[config.mk]
export PLATFORM = sky130hd
export DESIGN_NAME = dpsc_top
export DESIGN_NICKNAME = d
export VERILOG_FILES = /design/src/dpsc_pkg.sv /design/src/dpsc_reg_if.sv /design/src/dpsc_decode.sv /design/src/dpsc_top.sv
export SDC_FILE = /design/constraint.sdc
export NUM_CORES = 1
export LEC_CHECK = 0
export ABC_AREA = 1
export BUFFER_PORTS_ARGS = -buffer_cell sky130_fd_sc_hd__buf_2
export CORE_MARGIN = 8
export CORE_UTILIZATION = 40
export CTS_BUF_LIST = sky130_fd_sc_hd__clkbuf_16
export DETAILED_ROUTE_END_ITERATION = 10
export HOLD_SLACK_MARGIN = 0.12
export PLACE_DENSITY_LB_ADDON = 0.15
export SLEW_MARGIN = 20
export SYNTH_ARGS = -nofsm -noshare
export SYNTH_HDL_FRONTEND = slang
export SYNTH_HIERARCHICAL = 1
export SYNTH_SLANG_ARGS = --single-unit
[constraint.sdc]
create_clock -name clk_sys -period 1.4 [get_ports clk_sys]
set_clock_uncertainty 0.2 [all_clocks]
set_input_delay 0.14 -clock clk_sys [delete_from_list [all_inputs] [get_ports clk_sys]]
set_output_delay 0.14 -clock clk_sys [all_outputs]
set_load 0.05 [all_outputs]
[src/dpsc_pkg.sv]
// Behaviour
// - finish bit write starts user row flash programming
// - finish before data ready proceeds without data
// - finish bit writable only after row key
// - clock request keeps system clock in sleep
// - writing zero withdraws the clock request
// - port disable clears the clock request
// - programming mode entry sets clock request
// - reset-active bit shows system domain reset
// - reading system status clears reset-active bit
// - reset from reset request register also shown
// - in-sleep bit shows idle or deeper sleep
// - memory programming ready bit shows permission
// - user row ready bit shows permission
// - lock bit shows lock state, cleared after erase
// - one-hot checksum status: 0, 1, 2, 4
// - 0x59 asserts system reset, 0x00 releases
package dpsc_pkg;
	// ****************************************
	// register map
	// ****************************************
	localparam logic [7:0] SYS_CTRL_ADDR   = 8'h0A;
	localparam logic [7:0] SYS_STATUS_ADDR = 8'h0B;
	localparam logic [7:0] CRC_STATUS_ADDR = 8'h0C;
	localparam logic [7:0] RESET_REQ_ADDR  = 8'h08;

	// ****************************************
	// field positions and reset values
	// ****************************************
	localparam int CTRL_CLOCK_BIT   = 0;
	localparam int CTRL_FINISH_BIT  = 1;
	localparam int STAT_LOCK_BIT    = 0;
	localparam int STAT_UROWRDY_BIT = 2;
	localparam int STAT_MEMRDY_BIT  = 3;
	localparam int STAT_SLEEP_BIT   = 4;
	localparam int STAT_RSTACT_BIT  = 5;
	localparam logic [7:0] SYS_CTRL_RESET   = 8'h00;
	localparam logic [7:0] SYS_STATUS_RESET = 8'h01;
	localparam logic [7:0] CRC_STATUS_RESET = 8'h00;

	// ****************************************
	// reset request signatures
	// ****************************************
	localparam logic [7:0] RESET_SIG_RUN   = 8'h00;
	localparam logic [7:0] RESET_SIG_RESET = 8'h59;

	// ****************************************
	// checksum status codes
	// ****************************************
	typedef enum logic [2:0] {
		DPSC_CRC_OFF  = 3'b000,
		DPSC_CRC_BUSY = 3'b001,
		DPSC_CRC_OK   = 3'b010,
		DPSC_CRC_FAIL = 3'b100
	} dpsc_crc_t;

	// ****************************************
	// user row session states
	// ****************************************
	typedef enum logic [1:0] {
		DPSC_ROW_IDLE  = 2'b00,
		DPSC_ROW_OPEN  = 2'b01,
		DPSC_ROW_WRITE = 2'b10
	} dpsc_row_t;
endpackage : dpsc_pkg

[src/dpsc_reg_if.sv]
// ****************************************
// register access carrier
// ****************************************
interface dpsc_reg_if;
	logic       wrEn;
	logic       rdEn;
	logic [7:0] addr;
	logic [7:0] wrData;
	modport master (output wrEn, rdEn, addr, wrData);
	modport slave  (input wrEn, rdEn, addr, wrData);
endinterface : dpsc_reg_if

[src/dpsc_decode.sv]
// ****************************************
// address decode of the register strobes
// ****************************************
module dpsc_decode
(
	// register access
	dpsc_reg_if.slave regs,
	// decoded strobes
	output logic      wrCtrl,
	output logic      wrReset,
	output logic      rdStatus
);
	import dpsc_pkg::*;

	// strobes for the addressed registers
	assign wrCtrl   = regs.wrEn && (regs.addr == SYS_CTRL_ADDR);
	assign wrReset  = regs.wrEn && (regs.addr == RESET_REQ_ADDR);
	assign rdStatus = regs.rdEn && (regs.addr == SYS_STATUS_ADDR);
endmodule : dpsc_decode

[src/dpsc_top.sv]
// ****************************************
// system control and status of the access layer
// ****************************************
module dpsc_top
(
	// clock and reset
	input  wire logic       clk_sys,
	input  wire logic       rst,
	// register access from the link
	input  wire logic       regWrEn,
	input  wire logic       regRdEn,
	input  wire logic [7:0] regAddr,
	input  wire logic [7:0] regWrData,
	output logic      [7:0] regRdData,
	// port state
	input  wire logic       portEnable,
	input  wire logic       progEntry,
	input  wire logic       userRowKeyOk,
	input  wire logic       userRowDataInRam,
	// system state
	input  wire logic       sysInReset,
	input  wire logic       sysSleeping,
	input  wire logic       memProgAllowed,
	input  wire logic       userRowAllowed,
	input  wire logic       deviceLocked,
	input  wire logic       crcEnabled,
	input  wire logic       crcDone,
	input  wire logic       crcPass,
	// system requests
	output logic            sysClockRequest,
	output logic            sysResetRequest,
	output logic            userRowProgStart,
	output logic            userRowUseData
);
	import dpsc_pkg::*;

	dpsc_reg_if regs();
	logic      wrCtrl;
	logic      wrReset;
	logic      rdStatus;
	logic      clock_request_reg, clock_request_next;
	logic      rstReq_reg, rstReq_next;
	logic      rstAct_reg, rstAct_next;
	logic      start_reg;
	logic      useData_reg;
	dpsc_row_t row_reg, row_next;
	logic [7:0] rdData_reg, rdData_next;
	logic [7:0] statusWord;
	dpsc_crc_t crcCode;
	logic      finishHit;

	// ****************************************
	// access decode
	// ****************************************
	assign regs.wrEn   = regWrEn;
	assign regs.rdEn   = regRdEn;
	assign regs.addr   = regAddr;
	assign regs.wrData = regWrData;

	dpsc_decode u_decode (
		.regs     (regs),
		.wrCtrl   (wrCtrl),
		.wrReset  (wrReset),
		.rdStatus (rdStatus)
	);

	// finish accepted only with the row key
	assign finishHit = wrCtrl && regWrData[CTRL_FINISH_BIT] && userRowKeyOk;

	// clock request: disable wins, entry sets, write steers
	assign clock_request_next = !portEnable ? 1'b0 :
		progEntry ? 1'b1 :
		wrCtrl ? regWrData[CTRL_CLOCK_BIT] :
		clock_request_reg;

	// reset request register, other values hold
	assign rstReq_next = (wrReset && regWrData == RESET_SIG_RESET) ? 1'b1 :
		(wrReset && regWrData == RESET_SIG_RUN) ? 1'b0 : rstReq_reg;

	// reset-active flag: set wins over read clear
	assign rstAct_next = (sysInReset || rstReq_reg) ? 1'b1 :
		rdStatus ? 1'b0 : rstAct_reg;

	// user row session tracking
	always_comb begin
		row_next = row_reg;
		case (row_reg)
			DPSC_ROW_IDLE: begin
				if (userRowAllowed)
					row_next = DPSC_ROW_OPEN;
			end
			DPSC_ROW_OPEN: begin
				if (finishHit)
					row_next = DPSC_ROW_WRITE;
			end
			DPSC_ROW_WRITE: begin
				row_next = DPSC_ROW_IDLE;
			end
			default: row_next = DPSC_ROW_IDLE;
		endcase
	end

	// checksum status one-hot code
	assign crcCode = !crcEnabled ? DPSC_CRC_OFF :
		!crcDone ? DPSC_CRC_BUSY :
		crcPass ? DPSC_CRC_OK : DPSC_CRC_FAIL;

	// status word, unused bits zero
	always_comb begin
		statusWord = 8'h00;
		statusWord[STAT_RSTACT_BIT]  = rstAct_reg;
		statusWord[STAT_SLEEP_BIT]   = sysSleeping;
		statusWord[STAT_MEMRDY_BIT]  = memProgAllowed;
		statusWord[STAT_UROWRDY_BIT] = userRowAllowed;
		statusWord[STAT_LOCK_BIT]    = deviceLocked;
	end

	// read data mux
	assign rdData_next = !regRdEn ? rdData_reg :
		(regAddr == SYS_CTRL_ADDR) ? {6'h00, 1'b0, clock_request_reg} :
		(regAddr == SYS_STATUS_ADDR) ? statusWord :
		(regAddr == CRC_STATUS_ADDR) ? {5'h00, crcCode} :
		8'h00;

	// ****************************************
	// state registers
	// ****************************************
	always_ff @(posedge clk_sys) begin
		if (rst) begin
			clock_request_reg  <= SYS_CTRL_RESET[CTRL_CLOCK_BIT];
			rstReq_reg  <= 1'b0;
			rstAct_reg  <= 1'b0;
			row_reg     <= DPSC_ROW_IDLE;
			start_reg   <= 1'b0;
			useData_reg <= 1'b0;
			rdData_reg  <= 8'h00;
		end else begin
			clock_request_reg  <= clock_request_next;
			rstReq_reg  <= rstReq_next;
			rstAct_reg  <= rstAct_next;
			row_reg     <= row_next;
			start_reg   <= finishHit;
			useData_reg <= finishHit && userRowDataInRam;
			rdData_reg  <= rdData_next;
		end
	end

	assign regRdData        = rdData_reg;
	assign sysClockRequest  = clock_request_reg;
	assign sysResetRequest  = rstReq_reg;
	assign userRowProgStart = start_reg;
	assign userRowUseData   = useData_reg;
endmodule : dpsc_top

==> out/results.tsv <==
stage	metric	value	unit
synth	synth warn	6	
grt	GRT Total Usage	15.0	%
power	Clock power frac	51.1	%
drt	Via Count	893	
synth	Area contributors post-synth	dfxtp_1 32%, nand2_1 16%, inv_1 12%	
layout	share of cells above drive strength 1	30.9	%
outcome	status	finished, final reports clean	
layout	final net count	208	
drt	Iter 0 DRT Violations	13	
clocking	clock root cell	clkbuf_16	
timing	final cycle utilization of the critical path	93.3	%
grt	vias in the first global route	950	
synth	Synth Register Bits	11	
timing	final hold violations	0	
setup_path	Worst path slowest cell	dlygate4sd3_1	
power	Pleak	0.622	nW
placement	gpl congestion	0.742	
placement	Place WS	0.0471	ns
floorplan	core area	1670	µm²
placement	placed inst area	895	µm²
floorplan	placement row count	15	
setup_path	critical path data required time	1.36	ns
synth	cell count after synthesis	114	
synth	Synth area leader	dfxtp_1	
layout	commonest cells after routing, fill and taps aside	35 x buf_2, 28 x nand2_1, 22 x dlygate4sd3_1	
power	Sw Pwr	233	µW
placement	PortBufs	41	
clocking	Post-CTS Repair Setup Buffers	0	
setup_path	Crit path max-delay family	buffers and inverters	
timing	Slew Limit Fails	0	
power	Internal Power	786	µW
synth	Synth Cell Area	683	µm²
synth	post-synth top area share	32.2	%
power	pwr dens	848	nW/µm²
layout	final design utilization	72.0	%
setup_path	CP Max Fanout	8	
grt	antenna violations before repair	0	
timing	final worst setup slack	0.0942	ns
clocking	Clock Pin Slew Worst Setup and Hold Paths	0.04	ns
clocking	CTS Buf Count	3	
floorplan	Horiz. Die Dim	57.3	µm
clocking	H-tree depth	1	
drt	Residual DRC	0	
drt	Avg Vias per Cell	4.65	
job	max-cap viol count	0	
setup_path	WS Path Type	input pin to register	
layout	fillers	140	
placement	DP Wirelength	1620	µm
clocking	clk sinks	11	
timing	Hold WS	0.134	ns
timing	Setup Viol. Count Final	0	
setup_path	R2R Setup Slk	0.37	ns
grt	first-pass GRT wire length	3940	µm
setup_path	Critical Path Start Type	input pin	
power	Sw Ratio	22.9	%
synth	synth unique cells	18	
synth	sequential fraction of the synthesis area	32.2	%
layout	commonest non-fill, non-tap cell in the layout	buf_2	
clocking	worst-skew pair later-pin latency	0.24	ns
worst_hold_path	Hold Crit Class	input pin to register	
setup_path	CP arrival	1.27	ns
layout	multi-input logic area	375	µm²
setup_path	CP startpoint	regRdEn	
layout	n_diodes	0	
power	combinational power share	17.5	%
timing	setup TNS	0	ns
floorplan	IO Pins	44	
floorplan	total die area	3290	µm²
drt	First-pass DRT Iterations	4	
layout	max reg flops	6	
setup_path	Crit Reg-Reg Startpoint	sysClockRequest	
layout	design area	1200	µm²
setup_path	CP Capture Type	register	
setup_path	worst path bufs/invs	3	
power	Reg power frac	31.4	%
layout	Syn-to-layout area delta	76.0	%
clocking	CTS tree	built	
setup_path	CP Cell Sequence	dlygate4sd3_1 > clkbuf_4 > inv_1 > nand2_1 > a21oi_1	
layout	FF/Latch Area	220	µm²
drt	DRT antenna net count	0	
grt	GRT overflow	0	
setup_path	Worst path max stage delay	0.55	ns
floorplan	Initial Utilization	40.9	%
power	Worst VDD drop	0.000826	V
clocking	Max Root-Sink Buffers	2	
drt	final wirelength	2280	µm
timing	minimum clock period	1.31	ns
synth	Syn Area/Cell	5.99	µm²
worst_hold_path	critical hold path startpoint	regAddr[2]	
timing	Achievable Freq	766	MHz
grt	largest net degree at the start of global routing	12	
floorplan	die height	57.3	µm
drt	Routed wire per std cell	11.9	µm
## layer usage
layer,track usage [%],wire (µm)
met5,0,0
met4,4.29,22
met3,7.85,204
met2,29.8,1270
met1,12.3,784
## cell usage after synthesis (all sizes together)
master,n
nand3,10
dfxtp,11
nand2,30
a211oi,1
and2,1
nor3,2
nand4,5
nor3b,2
clkbuf,1
inv,24
nor2,16
buf,2
a21oi,8
conb,1
## path summary, 6_finish.rpt
kind / to / cells past startpoint
hold / removal: regRdData[1] / 5
setup reg to reg: sysClockRequest / 4
setup / recovery: regRdData[3] / 5
hold reg to reg: rstAct_reg / 2
## kinds of logic after synthesis
kind of cell,synth area share (%)
other cells,0.549
simple gates,44.3
buf+inv,15.9
flops,32.2
compound gates,6.96
## cell type report
| cell class | instances | share of cell area (%) |
|---|---|---|
| repair buffers | 59 | 34.5 |
| flip-flops and latches | 11 | 18.3 |
| well taps | 17 | 1.77 |
| clock inverters | 1 | 0.416 |
| multi-input cells | 77 | 31.2 |
| clock buffers | 3 | 6.24 |
| inverters | 24 | 7.49 |
## metrics by stage
| step | instances | total power, mW |
|---|---|---|
| after floorplan | 115 | 0.394 |
| after global placement | 170 | 0.449 |
| after detailed placement | 170 | 0.453 |
| after CTS | 197 | 1.02 |
| after global routing | 192 | 1.06 |
| final | 192 | 1.02 |
## tightest hold or removal path, delay by kind of cell
| kind | cells | cell delay, ns |
|---|---|---|
| buffers and inverters | 1 | 0.11 |
| AO/OA/AOI/OAI | 1 | 0.06 |
| AND/OR/NAND/NOR | 3 | 0.21 |
## timing repair
| action | 4_1_cts | 5_1_grt |
|---|---|---|
| gates resized for setup | 0 | 9 |
| hold endpoints to repair | 11 | 0 |
| hold buffers | 23 | 0 |
| setup endpoints to repair | 0 | 4 |
## power groups by stage
stage                     Combinational (mW)  Clock, mW  Sequential (mW)
after floorplan                       0.0630          0            0.331
after CTS                              0.177      0.526            0.320
after detailed placement               0.128          0            0.325
final                                  0.179      0.521            0.320
after global routing                   0.201      0.538            0.320
after global placement                 0.124          0            0.325
Power figures use the tool's default switching activity.
